### src/core/irwc_pkg.sv
package irwc_pkg;
    // ****************************************
    // Register addresses on the core port
    // ****************************************
    localparam logic [5:0] IRWC_ADDR_TIMER   = 6'h01;
    localparam logic [5:0] IRWC_ADDR_STATUS  = 6'h03;
    localparam logic [5:0] IRWC_ADDR_BANK    = 6'h04;
    localparam logic [5:0] IRWC_ADDR_MODE    = 6'h0A;
    localparam logic [5:0] IRWC_ADDR_DAC     = 6'h0B;
    localparam logic [5:0] IRWC_ADDR_RAMADR  = 6'h0C;
    localparam logic [5:0] IRWC_ADDR_ADCTL   = 6'h0E;
    localparam logic [5:0] IRWC_ADDR_FLAG    = 6'h0F;
    localparam logic [5:0] IRWC_ADDR_MASK    = 6'h2F;
    localparam logic [5:0] IRWC_ADDR_CONFIG  = 6'h3F;
    // ****************************************
    // Field positions
    // ****************************************
    localparam int IRWC_BIT_PAB      = 3;
    localparam int IRWC_BIT_GIE      = 6;
    localparam int IRWC_BIT_IDLE_SEL = 7;
    localparam int IRWC_BIT_NORMAL   = 6;
    localparam int IRWC_BIT_WD_EN    = 5;
    localparam int IRWC_FLAG_TIMER   = 0;
    localparam int IRWC_FLAG_COUNTER_ONE_FLAG    = 1;
    localparam int IRWC_FLAG_COUNTER_TWO_FLAG    = 2;
    localparam int IRWC_FLAG_EXT_LO  = 3;
    localparam int IRWC_FLAG_EXT_HI  = 4;
    localparam int IRWC_FLAG_ADC     = 5;
    // ****************************************
    // Reset values and vectors
    // ****************************************
    localparam logic [7:0]  IRWC_RST_ZERO   = 8'h00;
    localparam logic [7:0]  IRWC_RST_ONES   = 8'hFF;
    localparam logic [7:0]  IRWC_IRQ_MASK6  = 8'h3F;
    localparam logic [12:0] IRWC_VEC_RESET  = 13'h0000;
    localparam logic [12:0] IRWC_VEC_SOFT   = 13'h0001;
    localparam logic [12:0] IRWC_VEC_HW     = 13'h0008;
    localparam int          IRWC_WD_BITS    = 8;

    typedef enum logic [1:0] {
        IRWC_RUN,
        IRWC_SLEEP,
        IRWC_IDLE
    } irwc_pwr_t;

    typedef struct packed {
        logic       wr;
        logic [5:0] addr;
        logic [7:0] data;
    } irwc_wr_t;

    typedef struct packed {
        logic wd_clear;
        logic power_down;
        logic irq_on;
        logic irq_off;
        logic ret_irq;
        logic soft_irq;
    } irwc_instr_t;
endpackage

### src/core/irwc_ctrl.sv
`timescale 1ns/1ns
// Contract
// - Mask bits 0-5 enable one source each; bits 6-7 read zero.
// - One 8-bit prescaler serves timer or watchdog, chosen by bit 3.
// - Writing the main timer clears timer count and prescaler.
// - Watchdog-owned prescaler cleared by watchdog-clear or power-down.
// - Timer-owned prescaler unchanged by power-down instruction.
// - First reset source is power-on or voltage detector by option.
// - Watchdog timeout resets only if enabled, in green, normal or sleep.
// - Any reset clears program counter, fetch from 000H.
// - Power-on clears status upper three and bank upper two bits.
// - Reset clears watchdog count and prescaler, watchdog disabled.
// - Reset loads all ones into core configuration register.
// - Reset values of DAC, RAM address, converter, flag, mask fixed.
// - Idle wakes on timer or watchdog; sleep watchdog timeout resets, except with bit 3 set and bits 2-0 nonzero (prescaler held in sleep).
// - Idle timer wake sets flag bit 0 and vectors to 0x08 if enabled.
// - Green or normal timer timeout sets flag, vectors if enabled.
// - Falling edge of an enabled source sets its flag bit.
// - Global enable and disable instructions, independent of mask.
// - Enabled interrupt with global enable fetches from 008H.
// - Instruction-raised interrupts vector to 001H.
// - Port 7 bits 0-3 raise flag bit 3 when mask bit 3 set.
// - Port 7 bits 4-7 raise flag bit 4 when mask bit 4 set.
// - Mode bit 7 picks sleep or idle; bit 6 normal or green.
// - Flag layout bits 0-5 sources; bits 6-7 read zero.
// - Software reads flags and clears them by writing.
module irwc_ctrl
    import irwc_pkg::*;
#(
    parameter int PRESCALE_BITS = 8
) (
    input  wire logic        clk_sys_in,
    input  wire logic        rst_n_in,
    input  wire logic        clk_en_in,
    input  wire logic        por_in,
    input  wire logic        volt_det_rst_in,
    input  wire logic        volt_det_sel_in,
    input  wire irwc_wr_t    reg_wr_in,
    input  wire logic [5:0]  reg_rd_addr_in,
    input  wire irwc_instr_t instr_in,
    input  wire logic        timer_clk_in,
    input  wire logic        wd_clk_in,
    input  wire logic        counter_one_flag_ovf_n_in,
    input  wire logic        counter_two_flag_ovf_n_in,
    input  wire logic        adc_done_n_in,
    input  wire logic [7:0]  port7_in,
    output logic [7:0]       reg_rd_data_out,
    output logic [7:0]       port7_data_out,
    output logic             irq_req_out,
    output logic             vec_load_out,
    output logic [12:0]      vec_addr_out,
    output logic             cpu_halt_out,
    output logic             sys_reset_out,
    output logic [7:0]       timer_out
);
    // ****************************************
    // Registers
    // ****************************************
    logic [7:0]               mask_r;
    logic [7:0]               flag_r;
    logic [7:0]               config_r;
    logic [7:0]               timer_r;
    logic [PRESCALE_BITS-1:0] pre_r;
    logic [IRWC_WD_BITS-1:0]  wd_r;
    logic [7:0]               mode_r;
    logic [7:0]               status_r;
    logic [7:0]               bank_r;
    logic [7:0]               dac_r;
    logic [7:0]               ramadr_r;
    logic [7:0]               adctl_r;
    logic [7:0]               port7_r;
    logic [2:0]               src_r;
    irwc_pwr_t                pwr_r;
    logic                     wd_rst_r;

    logic        pre_wd;
    logic        pre_tick;
    logic        timer_step;
    logic        timer_ovf;
    logic        wd_step;
    logic        wd_ovf;
    logic        wd_en;
    logic        any_rst;
    logic        cold_rst;
    logic [7:0]  flag_set;
    logic [7:0]  flag_nxt;
    logic        timer_wr;
    logic        fall7_lo;
    logic        fall7_hi;
    logic [2:0]  src_fall;
    logic        pending;
    logic        hw_take;

    function automatic logic is_wr(input irwc_wr_t w,
                                   input logic [5:0] a);
        return w.wr && (w.addr == a);
    endfunction

    // Rate select: ratio of 2^(psr+1) for timer, 2^psr for watchdog
    function automatic logic pre_done(input logic [PRESCALE_BITS-1:0] p,
                                      input logic [2:0] psr,
                                      input logic to_wd);
        logic [3:0] n;
        logic [PRESCALE_BITS-1:0] m;
        n = {1'b0, psr} + {3'b000, ~to_wd};
        m = PRESCALE_BITS'((9'h001 << n) - 9'h001);
        return (p & m) == m;
    endfunction

    // ****************************************
    // Reset sources
    // ****************************************
    assign cold_rst = ~rst_n_in
                    | (volt_det_sel_in ? volt_det_rst_in : por_in);
    assign any_rst  = cold_rst | wd_rst_r;
    assign sys_reset_out = any_rst;
    assign wd_en    = mode_r[IRWC_BIT_WD_EN];

    // ****************************************
    // Shared prescaler and timers
    // ****************************************
    assign pre_wd   = config_r[IRWC_BIT_PAB];
    assign timer_wr = is_wr(reg_wr_in, IRWC_ADDR_TIMER);
    assign pre_tick = pre_done(pre_r, config_r[2:0], pre_wd);
    assign timer_step = pre_wd ? timer_clk_in
                               : (timer_clk_in && pre_tick);
    assign wd_step  = pre_wd ? (wd_clk_in && pre_tick) : wd_clk_in;
    assign timer_ovf = timer_step && (timer_r == IRWC_RST_ONES);
    assign wd_ovf   = wd_en && wd_step && (&wd_r);

    always_ff @(posedge clk_sys_in) begin
        if (any_rst) begin
            pre_r <= '0;
        end else if (clk_en_in) begin
            if (timer_wr) begin
                pre_r <= '0;
            end else if (pre_wd && (instr_in.wd_clear
                                    || instr_in.power_down)) begin
                pre_r <= '0;
            end else if ((pre_wd ? wd_clk_in : timer_clk_in)
                         && pwr_r != IRWC_SLEEP) begin
                // Power-down alone never touches a timer-owned count
                pre_r <= pre_tick ? '0 : pre_r + 1'b1;
            end
        end
    end

    always_ff @(posedge clk_sys_in) begin
        if (any_rst) begin
            timer_r <= IRWC_RST_ZERO;
        end else if (clk_en_in) begin
            if (timer_wr) begin
                timer_r <= IRWC_RST_ZERO;
            end else if (timer_step && pwr_r != IRWC_SLEEP) begin
                timer_r <= timer_r + 8'h01;
            end
        end
    end

    always_ff @(posedge clk_sys_in) begin
        if (any_rst) begin
            wd_r <= '0;
        end else if (clk_en_in) begin
            if (instr_in.wd_clear || instr_in.power_down || !wd_en) begin
                wd_r <= '0;
            end else if (wd_step) begin
                wd_r <= wd_r + 1'b1;
            end
        end
    end

    // Sleep or run: timeout resets; idle: it only wakes
    always_ff @(posedge clk_sys_in) begin
        if (cold_rst || wd_rst_r) begin
            wd_rst_r <= 1'b0;
        end else if (clk_en_in) begin
            wd_rst_r <= wd_ovf && (pwr_r != IRWC_IDLE);
        end
    end

    // ****************************************
    // Power mode
    // ****************************************
    always_ff @(posedge clk_sys_in) begin
        if (any_rst) begin
            pwr_r <= IRWC_RUN;
        end else if (clk_en_in) begin
            unique case (pwr_r)
                IRWC_RUN: begin
                    if (instr_in.power_down) begin
                        pwr_r <= mode_r[IRWC_BIT_IDLE_SEL] ? IRWC_IDLE
                                                           : IRWC_SLEEP;
                    end
                end
                IRWC_IDLE: begin
                    if (timer_ovf || wd_ovf) begin
                        pwr_r <= IRWC_RUN;
                    end
                end
                IRWC_SLEEP: begin
                    pwr_r <= IRWC_SLEEP;
                end
                default: begin
                    pwr_r <= IRWC_RUN;
                end
            endcase
        end
    end
    assign cpu_halt_out = (pwr_r != IRWC_RUN);

    // ****************************************
    // Interrupt flags
    // ****************************************
    always_ff @(posedge clk_sys_in) begin
        if (any_rst) begin
            src_r   <= 3'b000;
            port7_r <= IRWC_RST_ZERO;
        end else if (clk_en_in) begin
            src_r   <= {adc_done_n_in, counter_two_flag_ovf_n_in, counter_one_flag_ovf_n_in};
            port7_r <= port7_in;
        end
    end

    assign src_fall = src_r & ~{adc_done_n_in, counter_two_flag_ovf_n_in,
                                counter_one_flag_ovf_n_in};
    assign fall7_lo = |(port7_r[3:0] & ~port7_in[3:0]);
    assign fall7_hi = |(port7_r[7:4] & ~port7_in[7:4]);

    always_comb begin
        flag_set = IRWC_RST_ZERO;
        flag_set[IRWC_FLAG_TIMER]  = timer_ovf;
        flag_set[IRWC_FLAG_COUNTER_ONE_FLAG]   = src_fall[0] && mask_r[IRWC_FLAG_COUNTER_ONE_FLAG];
        flag_set[IRWC_FLAG_COUNTER_TWO_FLAG]   = src_fall[1] && mask_r[IRWC_FLAG_COUNTER_TWO_FLAG];
        flag_set[IRWC_FLAG_EXT_LO] = fall7_lo
                                   && mask_r[IRWC_FLAG_EXT_LO];
        flag_set[IRWC_FLAG_EXT_HI] = fall7_hi
                                   && mask_r[IRWC_FLAG_EXT_HI];
        flag_set[IRWC_FLAG_ADC]    = src_fall[2] && mask_r[IRWC_FLAG_ADC];
        flag_nxt = flag_r;
        if (is_wr(reg_wr_in, IRWC_ADDR_FLAG)) begin
            flag_nxt = flag_r & reg_wr_in.data;
        end
        // A new event outranks a same-cycle software clear
        flag_nxt = (flag_nxt | flag_set) & IRWC_IRQ_MASK6;
    end

    always_ff @(posedge clk_sys_in) begin
        if (any_rst) begin
            flag_r <= IRWC_RST_ZERO;
        end else if (clk_en_in) begin
            flag_r <= flag_nxt;
        end
    end

    // ****************************************
    // Software registers
    // ****************************************
    always_ff @(posedge clk_sys_in) begin
        if (any_rst) begin
            mask_r   <= IRWC_RST_ZERO;
            dac_r    <= IRWC_RST_ONES;
            ramadr_r <= IRWC_RST_ZERO;
            adctl_r  <= IRWC_RST_ZERO;
            mode_r   <= IRWC_RST_ZERO;
        end else if (clk_en_in && reg_wr_in.wr) begin
            unique case (reg_wr_in.addr)
                IRWC_ADDR_MASK:   mask_r <= reg_wr_in.data
                                          & IRWC_IRQ_MASK6;
                IRWC_ADDR_DAC:    dac_r    <= reg_wr_in.data;
                IRWC_ADDR_RAMADR: ramadr_r <= reg_wr_in.data;
                IRWC_ADDR_ADCTL:  adctl_r  <= reg_wr_in.data;
                IRWC_ADDR_MODE:   mode_r   <= reg_wr_in.data;
                default: ;
            endcase
        end
    end

    always_ff @(posedge clk_sys_in) begin
        if (cold_rst) begin
            status_r <= IRWC_RST_ZERO;
            bank_r   <= IRWC_RST_ZERO;
        end else if (clk_en_in) begin
            if (is_wr(reg_wr_in, IRWC_ADDR_STATUS)) begin
                status_r <= reg_wr_in.data;
            end
            if (is_wr(reg_wr_in, IRWC_ADDR_BANK)) begin
                bank_r <= reg_wr_in.data;
            end
        end
    end

    // Global enable lives in bit 6 of the core config word
    // Dropped on the edge the hardware vector is taken: no double entry
    always_ff @(posedge clk_sys_in) begin
        if (any_rst) begin
            config_r <= IRWC_RST_ONES;
        end else if (clk_en_in) begin
            if (hw_take || instr_in.irq_off) begin
                config_r[IRWC_BIT_GIE] <= 1'b0;
            end else if (instr_in.irq_on || instr_in.ret_irq) begin
                config_r[IRWC_BIT_GIE] <= 1'b1;
            end else if (is_wr(reg_wr_in, IRWC_ADDR_CONFIG)) begin
                config_r <= reg_wr_in.data;
            end
        end
    end

    // ****************************************
    // Request and vectoring
    // ****************************************
    assign pending = |(flag_r & mask_r & IRWC_IRQ_MASK6);
    assign irq_req_out = pending && config_r[IRWC_BIT_GIE];
    assign hw_take     = irq_req_out && !vec_load_out
                      && pwr_r == IRWC_RUN && !instr_in.soft_irq;

    always_ff @(posedge clk_sys_in) begin
        if (any_rst) begin
            vec_load_out <= 1'b1;
            vec_addr_out <= IRWC_VEC_RESET;
        end else if (clk_en_in) begin
            vec_load_out <= 1'b0;
            if (instr_in.soft_irq) begin
                vec_load_out <= 1'b1;
                vec_addr_out <= IRWC_VEC_SOFT;
            end else if (hw_take) begin
                vec_load_out <= 1'b1;
                vec_addr_out <= IRWC_VEC_HW;
            end
        end
    end

    // ****************************************
    // Read path
    // ****************************************
    always_ff @(posedge clk_sys_in) begin
        if (any_rst) begin
            reg_rd_data_out <= IRWC_RST_ZERO;
            port7_data_out  <= IRWC_RST_ZERO;
            timer_out       <= IRWC_RST_ZERO;
        end else if (clk_en_in) begin
            port7_data_out <= port7_in;
            timer_out      <= timer_r;
            unique case (reg_rd_addr_in)
                IRWC_ADDR_TIMER:  reg_rd_data_out <= timer_r;
                IRWC_ADDR_STATUS: reg_rd_data_out <= status_r;
                IRWC_ADDR_BANK:   reg_rd_data_out <= bank_r;
                IRWC_ADDR_MODE:   reg_rd_data_out <= mode_r;
                IRWC_ADDR_DAC:    reg_rd_data_out <= dac_r;
                IRWC_ADDR_RAMADR: reg_rd_data_out <= ramadr_r;
                IRWC_ADDR_ADCTL:  reg_rd_data_out <= adctl_r;
                IRWC_ADDR_FLAG:   reg_rd_data_out <= flag_r;
                IRWC_ADDR_MASK:   reg_rd_data_out <= mask_r;
                IRWC_ADDR_CONFIG: reg_rd_data_out <= config_r;
                default:          reg_rd_data_out <= IRWC_RST_ZERO;
            endcase
        end
    end
endmodule // irwc_ctrl

### config.mk
export PLATFORM = sky130hd
export DESIGN_NAME = irwc_ctrl
export DESIGN_NICKNAME = d
export VERILOG_FILES = /design/src/core/irwc_pkg.sv /design/src/core/irwc_ctrl.sv
export SDC_FILE = /design/constraint.sdc
export NUM_CORES = 1
export LEC_CHECK = 0
export ABC_AREA = 1
export BUFFER_PORTS_ARGS = -buffer_cell sky130_fd_sc_hd__buf_2
export CAP_MARGIN = 20
export CORE_MARGIN = 1
export CORE_UTILIZATION = 40
export CTS_BUF_LIST = sky130_fd_sc_hd__clkbuf_8
export DETAILED_ROUTE_END_ITERATION = 10
export PLACE_DENSITY = 0.67
export SYNTH_ARGS = -nofsm -noshare
export SYNTH_HDL_FRONTEND = slang
export SYNTH_SLANG_ARGS = --single-unit
### constraint.sdc
create_clock -name clk_sys_in -period 5.55 [get_ports clk_sys_in]
set_clock_uncertainty 0.1 [all_clocks]
set_input_delay 0.555 -clock clk_sys_in [delete_from_list [all_inputs] [get_ports clk_sys_in]]
set_output_delay 0.555 -clock clk_sys_in [all_outputs]
set_load 0.01 [all_outputs]
# --- After elaboration in Yosys (flattened, before gate mapping) ---
# Index checks and enable logic that the tools add are counted.
classes:
  addsub: 5
  eq_ne: 28
  shift: 1
  mux: 25
  bitwise: 16
  reduce_logical: 58
op_table:
  columns: ["operator", "n"]
  rows:
  - ["$pmux 8 s10", 1]
  - ["$mux 8", 8]
  - ["$eq 6x4->1 const B", 10]
  - ["$mux 13", 2]
  - ["$add 8x1->8 const B", 3]
  - ["$eq 6x6->1 const B", 4]
  - ["$logic_and 1x1->1", 24]
  - ["$reduce_and 2->1", 12]
  - ["$and 6x6->6", 2]
  - ["$eq 6x1->1 const B", 2]
  - ["$eq 6x2->1 const B", 2]
  - ["$eq 6x3->1 const B", 2]
  - ["$and 4x4->4", 2]
  - ["$and 8x8->8", 1]
  - ["$eq 8x8->1", 1]
  - ["$eq 8x8->1 const B", 1]
  - ["$mux 1", 8]
  - ["$not 4->4", 2]
  - ["$reduce_and 8->1", 1]
  - ["$reduce_bool 2->1", 4]
  - ["$reduce_or 4->1", 2]
  - ["$shl 1x4->8 const A", 1]
  - ["$sub 8x1->8 const B", 1]
  - ["$mux 7", 1]
  - ["other kinds (20)", 36]
totals:
  regBits: 136
  input_bits: 46
  output_inout_bits: 41
  word_cells: 154

# --- Logic depth before layout (Yosys ltp) ---
# Gate-level depths: netlist of the first run.
logic_depth:
  depth_word: 13
  ltp_mapped: 24
  mapped_depth_nobuf: 23

# --- Worst setup path before layout of the first run ---
# OpenSTA, ideal clock, no wires.
synth_timing:
  kind: "register to register"
  startpoint: "register config_r[3]"
  endpoint: "register wd_r[2]"
  setup_ns: 0.115
  arrival_time_ns: 2.547
  t_required_ns: 5.335
  path_slack_ns: 2.788
  path_stages_with_launch: 23
  path_buffers: 1
  synth_period_minus_slack_ns: 2.762
  path_cell_list: "dfxtp_1 inv_1 ha_1 ha_1 nor2_1 nand2_2 nor2_1 inv_1 ha_1 nor2_1 nor2_1 nand2_1 nor2_1 nand3_1 nor2_1 nand2_1 nand2_1 nand3_2 nand2_1 buf_4 nand3_1 nand2_1 nor2_1"
synth_via:
  elab_chain_len: 10
synth_lines:
  columns: ["element", "line", "rtl"]
  rows:
  - ["from (decl)", "irwc_ctrl.sv:61", "logic [7:0] config_r;"]
  - ["from (signal assigned)", "irwc_ctrl.sv:303", "config_r <= reg_wr_in.data;"]
  - ["$not 1->1", "irwc_ctrl.sv:105", "n = {1'b0, psr} + {3'b000, ~to_wd};"]
  - ["$add 3x1->4", "irwc_ctrl.sv:105", null]
  - ["$shl 1x4->8", "irwc_ctrl.sv:106", "m = PRESCALE_BITS'((9'h001 << n) - 9'h001);"]
  - ["$sub 8x1->8", "irwc_ctrl.sv:106", null]
  - ["$and 8x8->8", "irwc_ctrl.sv:107", "return (p & m) == m;"]
  - ["$eq 8x8->1", "irwc_ctrl.sv:107", null]
  - ["$logic_and 1x1->1", "irwc_ctrl.sv:127", "assign wd_step = pre_wd ? (wd_clk_in && pre_tick) : wd_clk_in;"]
  - ["$mux 1 (*)", "irwc_ctrl.sv:127", null]
  - ["$reduce_bool 2->1 (no line) (*)", null, null]
  - ["$reduce_and 2->1 (no line) (*)", null, null]
  - ["to (signal assigned)", "irwc_ctrl.sv:167", "wd_r <= wd_r + 1'b1;"]
  - ["to (decl)", "irwc_ctrl.sv:64", "logic [IRWC_WD_BITS-1:0] wd_r;"]
# Mark *: on every way between the ends. The rest lies on a longest branch, timed or not.
# A chain may end at the register's enable or synchronous reset.

# --- Final worst setup path of the first run ---
layout_timing:
  startpoint: "register config_r[3]"
  endpoint: "register wd_r[4]"
# Same word-level chain as after synthesis.

==> results.json, run 1 <==
{
  "outcome": "finished, violations left",
  "violations": "design-rule violations",
  "layout-drive-gt1-share": 0.142,
  "ys_types": 40,
  "fin_crit_sh": 0.580,
  "synth_area_leaders": "dfxtp_1 (41%), nand2_1 (8.8%), nor2_1 (8.0%)",
  "fin_setup_tns_ns": 0,
  "grt_max_degree": 51,
  "power.switching_mw": 0.483,
  "syn_area_um2": 6050,
  "cts_setup_buffers": 0,
  "seq_area_frac_synth": 0.414,
  "cap_viol_max_count": 0,
  "cp-start-kind": "flip-flop",
  "hpwlAfterDp_um": 11500,
  "rsz0062_at_grt": "false",
  "crit_path_end_kind": "flip-flop",
  "grt_pass1_vias": 5217,
  "holdBufCountCts": 0,
  "pwr-share-seq": 0.469,
  "hp-class": "in -> reg",
  "drv_slew": 0,
  "cts_tree": "built",
  "cts_buffer_depth": 2,
  "setup_viol": 0,
  "multi_input_area_um2": 2930,
  "synthToLayoutAreaGrowth_pct": 14.8,
  "leakagePower_nw": 2.85,
  "swShare": 0.249,
  "drt-wirelength-per-cell_um": 14.1,
  "yosysWarnings": 0,
  "fillers": 1532,
  "htree_levels": 4,
  "fp.dieH_um": 125,
  "worstSetupPathType": "reg -> reg",
  "synth-main-ff-cell": "dfxtp_1",
  "tightestPinTransition_ns": 0.946,
  "die_w_um": 125,
  "routabilityCongestion": 0.857,
  "clk_pin_slew_ns": 0.08,
  "clkPwrFrac": 0.463,
  "drtAntennaViolNets": 0,
  "worstPathMaxFanout": 11,
  "drc": 12,
  "synth_edf_count": 0,
  "portBuffers": 75,
  "diodes": 0,
  "synth_top_cell_by_area": "dfxtp_1",
  "cts_sinks": 125,
  "min_period_ns": 3.22,
  "pwr-share-comb": 0.068,
  "core-area_um2": 14600,
  "required_ns": 5.74,
  "grt.total_usage": 0.216,
  "syn_inst": 871,
  "num_vias": 5778,
  "final_nets": 987,
  "drt_iter0_drc": 487,
  "fp-row-count": 44,
  "start_util": 0.413,
  "cts_buffers": 17,
  "grt_pass1_wl_um": 26700,
  "grt_overflow_total": 0,
  "avgViaCountPerCell": 5.10,
  "syn_area_per_cell_um2": 6.94,
  "synth_top_cell_area_share": 0.414,
  "p_int_mw": 1.46,
  "slew_headroom": 0.364,
  "ir_drop_uv": 211,
  "antenna_found_initial": 0,
  "powerDensity_nw_per_um2": 280,
  "post_cts_resized": 0,
  "ioPinCount": 87,
  "synthArstFlopShare": 0,
  "firstDrtPassIters": 9,
  "max_freq_ghz": 0.311,
  "finalHoldViolations": 0,
  "seq_area_um2": 2500,
  "clock_latency_ns": 0.45,
  "cts_root_buf": "clkbuf_8",
  "whs_ns": 0.265,
  "dieArea_um2": 15600,
  "crit_arrival_ns": 3.41,
  "ys_ff_latch": 125,
  "drt_wl_total_um": 16000
}
## path summary, 6_finish.rpt
| path | slack, ns | depth (start not counted) | end | from |
|---|---|---|---|---|
| hold reg to reg | 0.35 | 2 | bank_r[4] | bank_r[4] |
| setup / recovery | 2.33 | 21 | wd_r[4] | config_r[3] |
| hold / removal | 0.26 | 3 | port7_data_out[2] | port7_in[2] |
| setup reg to reg | 2.33 | 21 | wd_r[4] | config_r[3] |
## routing by layer
metal  up-vias  part of all wire  track usage
met5         -                 0            0
met4         0             0.022       0.0717
met3        27             0.054       0.0518
met2       159              0.44        0.335
met1      2609              0.49        0.294
li1       2983                 -            -
## final cells by class
type	count	area share
clock inverter	13	0.0267
clock buffer	19	0.0377
timing repair buffer	78	0.0573
multi-input combinational	598	0.423
sequential	125	0.360
tap	184	0.0332
inverter	115	0.0622
## through the flow
| stage | util | instance area (um^2) | power [mW] | instances | worst slack (ns) |
|---|---|---|---|---|---|
| 3_5_place_dp | 0.444 | 6500 | 1.06 | 1100 | 2.34 |
| 5_1_grt | 0.474 | 6940 | 2.02 | 1132 | 1.95 |
| 6_report | 0.474 | 6940 | 1.94 | 1132 | 2.33 |
| 2_1_floorplan | - | 6080 | 1.02 | 881 | 2.79 |
| 4_1_cts | 0.474 | 6940 | 1.95 | 1132 | 2.33 |
| 3_3_place_gp | 0.444 | 6500 | 1.06 | 1100 | 2.40 |
## cell usage in the layout (no fill, tap or decap), types with 6 or more instances in the layout
cell and n:
conb_1 11, nor3_1 10, ha_1 6, nand2_1 141
inv_1 109, nand3_2 6, clkbuf_8 19, xor2_1 9
nor2_1 128, nand3_1 51, inv_2 6, buf_2 75
a21oi_1 89, o21ai_0 66, o22ai_1 22, nand4_1 17
dfxtp_1 125
## power by group through the flow
stage	clock network (mW)	logic [mW]	registers [mW]
detailed placement	0	0.131	0.930
CTS	0.911	0.131	0.910
global route	0.959	0.148	0.911
finish	0.900	0.132	0.910
global placement	0	0.131	0.930
floorplan	0	0.0859	0.931
## cells by family (layout without fill, tap and decap cells)
family          count (synthesis)  in the layout  share of synthesized area
fa+ha+maj                       6              6                     0.0124
flops                         125            125                      0.414
buf+inv                       158            225                      0.108
simple gates                  371            371                      0.270
other cells                     1             11                   0.000620
compound gates                201            201                      0.182
xor+xnor                        9              9                     0.0130
## cell usage after synthesis, types with 3 or more instances
cell	instances
buf_1	3
dfxtp_1	125
nand4_1	17
nor2_2	3
inv_2	6
nor3_1	10
nand3_2	6
a21oi_1	89
nor2_1	129
clkbuf_1	23
nand3_1	51
o211ai_1	3
buf_2	4
nand2_2	4
buf_4	12
xor2_1	9
nand2_1	141
a221oi_1	5
o22ai_1	22
ha_1	6
inv_1	109
o21ai_0	66
a211oi_1	5
## state kept, by name (all words and copies together) (netlist names), 8 cells and up
register	cells
adctl_r	8
bank_r	8
config_r	8
dac_r	8
mode_r	8
port7_data_out	8
pre_r	8
ramadr_r	8
reg_rd_data_out	8
status_r	8
timer_out	8
timer_r	8
wd_r	8
## critical path, stage by stage, from the launching register on
cell	delay, ns
dfxtp_1	0.37
inv_1	0.10
ha_1	0.22
ha_1	0.33
nor2_1	0.13
nand2_2	0.09
nor2_1	0.13
inv_1	0.06
ha_1	0.27
nor2_1	0.03
nor2_1	0.09
nand2_1	0.05
nor2_1	0.08
nand3_1	0.07
nor2_1	0.08
nand2_1	0.09
nand2_1	0.10
nand3_2	0.08
nand2_1	0.29
inv_1	0.15
nand2_1	0.08
a21oi_1	0.05
Note: power is estimated with default switching activity, not from simulation.
==> run 2, diff against run 1 <==
--- a/config.mk
+++ b/config.mk
@@ -5,14 +5,14 @@
 export SDC_FILE = /design/constraint.sdc
 export NUM_CORES = 1
 export LEC_CHECK = 0
-export ABC_AREA = 1
+export ABC_AREA = 0
 export BUFFER_PORTS_ARGS = -buffer_cell sky130_fd_sc_hd__buf_2
 export CAP_MARGIN = 20
 export CORE_MARGIN = 1
 export CORE_UTILIZATION = 40
 export CTS_BUF_LIST = sky130_fd_sc_hd__clkbuf_8
 export DETAILED_ROUTE_END_ITERATION = 10
-export PLACE_DENSITY = 0.67
+export PLACE_DENSITY = 0.69
 export SYNTH_ARGS = -nofsm -noshare
 export SYNTH_HDL_FRONTEND = slang
 export SYNTH_SLANG_ARGS = --single-unit
==> constraint.sdc (replaced) <==
create_clock -name clk_sys_in -period 2.9 [get_ports clk_sys_in]
set_clock_uncertainty 0.1 [all_clocks]
set_input_delay 0.29 -clock clk_sys_in [delete_from_list [all_inputs] [get_ports clk_sys_in]]
set_output_delay 0.29 -clock clk_sys_in [all_outputs]
set_load 0.01 [all_outputs]
==> run 2 against run 1 <==
  * Die area down 0.13%
  * Highest routed layer unchanged
  * Sequential share of layout area is 3.1 points lower
  * Largest power group unchanged
  * Global-route usage rose by 0.92 points
  * The flow finishes with violations (design-rule violations, negative setup slack)
  * Power is 78% higher
  * Synthesized cell count fell by 21%
  * Final cell count down 11%
  * Sequential cell count unchanged
  * First-iteration DRC count is 31% lower
==> results.json, run 2 <==
{
  "outcome": "finished, violations left",
  "violations": "design-rule violations, negative setup slack",
  "wl_met2_um": 7890,
  "synth_top_cell_area_share": 0.414,
  "ys_types": 60,
  "r2r_start": "config_r[3]",
  "min_period_ns": 3.27,
  "drt_iter0_drc": 334,
  "worstSetupPathType": "reg -> reg",
  "cp-startpoint": "config_r[3]",
  "most-common-layout-cells": "dfxtp_1 (123), nor2_1 (95), mux2i_1 (85), buf_2 (75), nand2_1 (69)",
  "slew_headroom": 0.547,
  "grt_overflow_total": 0,
  "cts_buffer_depth": 2,
  "cts_sinks": 125,
  "worstPathMaxFanout": 6,
  "seq_area_frac_synth": 0.414,
  "required_ns": 3.13,
  "hp-class": "in -> reg",
  "synth_common_cells": "dfxtp_1 (125), nor2_1 (97), mux2i_1 (85)",
  "fin_setup_tns_ns": -7.50,
  "clk_pin_slew_ns": 0.07,
  "whs_ns": 0.0763,
  "drv_slew": 0,
  "portBuffers": 75,
  "drc": 4,
  "clock_latency_ns": 0.43,
  "syn_inst": 692,
  "synthToLayoutAreaGrowth_pct": 25.9,
  "reg2reg_to": "wd_r[3]",
  "cts_buffers": 17,
  "final_common_cell": "dfxtp_1",
  "cts_tree": "built",
  "cts_root_buf": "clkbuf_8",
  "ir_drop_uv": 289,
  "crit_end": "wd_r[3]",
  "crit_arrival_ns": 3.50,
  "grt.total_usage": 0.225,
  "dieArea_um2": 15600,
  "pre_cts_slack_ns": -0.444,
  "drt-wirelength-per-cell_um": 17.1,
  "layout-drive-gt1-share": 0.252,
  "syn_area_per_cell_um2": 8.73,
  "fin_crit_sh": 1.13,
  "tightestPinTransition_ns": 0.676,
  "cap_viol_max_count": 0,
  "synth-main-ff-cell": "dfxtp_1",
  "max_freq_ghz": 0.306,
  "grt_pass1_vias": 5245,
  "hpwlAfterDp_um": 11800,
  "final_nets": 861,
  "fp-row-count": 44,
  "diodes": 0,
  "reg2reg_setup_slack_ns": -0.37,
  "finalHoldViolations": 0,
  "place_inst": 953,
  "avgViaCountPerCell": 5.57,
  "instances_no_fill": 1004,
  "setup_viol": 27,
  "rsz0062_at_grt": "true",
  "ys_ff_latch": 125,
  "placed_cell_area_um2": 6810,
  "top_layer": "met4",
  "drtAntennaViolNets": 0,
  "syn_area_um2": 6040,
  "route.met3.wl_um": 1050,
  "synth_area_leaders": "dfxtp_1 (41%), mux2i_1 (14%), nor2_1 (6.0%)",
  "leakagePower_nw": 2.99,
  "synth_edf_count": 0,
  "core-area_um2": 14600,
  "htree_levels": 4,
  "yosysWarnings": 0,
  "start_util": 0.412,
  "cp-start-kind": "flip-flop",
  "firstDrtPassIters": 9,
  "antenna_found_initial": 0,
  "grt_max_degree": 62,
  "grt_pass1_wl_um": 27300,
  "finalWorstSetupSlack_ns": -0.373,
  "synthArstFlopShare": 0,
  "routabilityCongestion": 0.870,
  "crit_path_end_kind": "flip-flop",
  "drt_wl_total_um": 17100,
  "synth_top_cell_by_area": "dfxtp_1",
  "design_area_um2": 7600,
  "fp.dieH_um": 125,
  "num_vias": 5589,
  "die_w_um": 125,
  "m1WireLength_um": 7730,
  "ioPinCount": 87,
  "powerDensity_nw_per_um2": 454,
  "reg2regPathDepth": 13,
  "synth_most_common_cell": "dfxtp_1"
}
-- run 2: cell types whose count changed after synthesis, sizes merged, moves of 8 or more --
cell | previous run | this run
nand3 | 57 | 13
a21oi | 89 | 39
nand2 | 145 | 70
nand4b | 0 | 8
inv | 115 | 21
o21ai | 67 | 33
nor2 | 132 | 97
o22ai | 22 | 6
mux2i | 0 | 85
and3 | 0 | 9
-- run 2: worst max-delay path: stages, from the launching register on --
cell       delay [ns]
dfxtp_4          0.37
inv_6            0.03
ha_4             0.16
ha_4             0.21
or4_4            0.54
ha_4             0.29
o221ai_2         0.10
or4_4            0.44
nand4bb_1        0.21
buf_6            0.16
o21ai_4          0.14
buf_6            0.15
a21oi_1          0.06
a31o_2           0.21
-- run 2: report_power, final --
| part | total [mW] | internal, mW | leakage, nW | switching (mW) |
|---|---|---|---|---|
| Clock | 1.42 | 0.771 | 0.195 | 0.647 |
| Combinational | 0.297 | 0.111 | 1.78 | 0.187 |
| Sequential | 1.74 | 1.73 | 1.01 | 0.0102 |
-- run 2: timing repair --
action,in CTS,in global routing
setup buffers,5,4
hold buffers,12,0
resized for setup,26,23
hold endpoints to repair,12,0
gates cloned,1,0
endpoints found under the setup margin,27,27
pin swaps,13,15
-- run 2: worst min-delay path by stage --
stage                 start               to  slack, ns  depth (start not counted)
6_report       reg_wr_in[7]       adctl_r[7]       0.08                          3
5_1_grt        reg_wr_in[6]       adctl_r[6]       0.07                          3
4_1_cts        reg_wr_in[7]       adctl_r[7]       0.05                          3
3_5_place_dp     adctl_r[3]       adctl_r[3]       0.35                          2
3_3_place_gp     adctl_r[3]       adctl_r[3]       0.34                          2
2_1_floorplan   instr_in[0]  vec_addr_out[3]       0.29                          1
-- run 2: metal layers --
layer | vias up | global-route usage
met5 | - | 0
met3 | 29 | 0.0567
met1 | 2656 | 0.290
met2 | 201 | 0.360
li1 | 2703 | -
met4 | 0 | 0.0904
-- run 2: cell families after synthesis --
logic type / share of synthesized area
simple gates: 0.201
flops: 0.414
mux: 0.152
buf+inv: 0.0530
compound gates: 0.149
xor+xnor: 0.0176
fa+ha+maj: 0.0124
other cells: 0.000621
-- run 2: stage by stage --
stage	util	total power, mW
final	0.519	3.45
after global routing	0.519	3.58
after CTS	0.511	3.47
after detailed placement	0.465	2.05
after global placement	0.465	2.04
after floorplan	-	1.94
-- run 2: area by class of cell --
cell class | instances | area, um^2
repair buffers | 136 | 898
multi-input cells | 508 | 3510
inverters | 21 | 83.8
fillers | 1362 | 7040
clock inverters | 8 | 67.6
well taps | 184 | 230
clock buffers | 22 | 303
flip-flops and latches | 125 | 2510
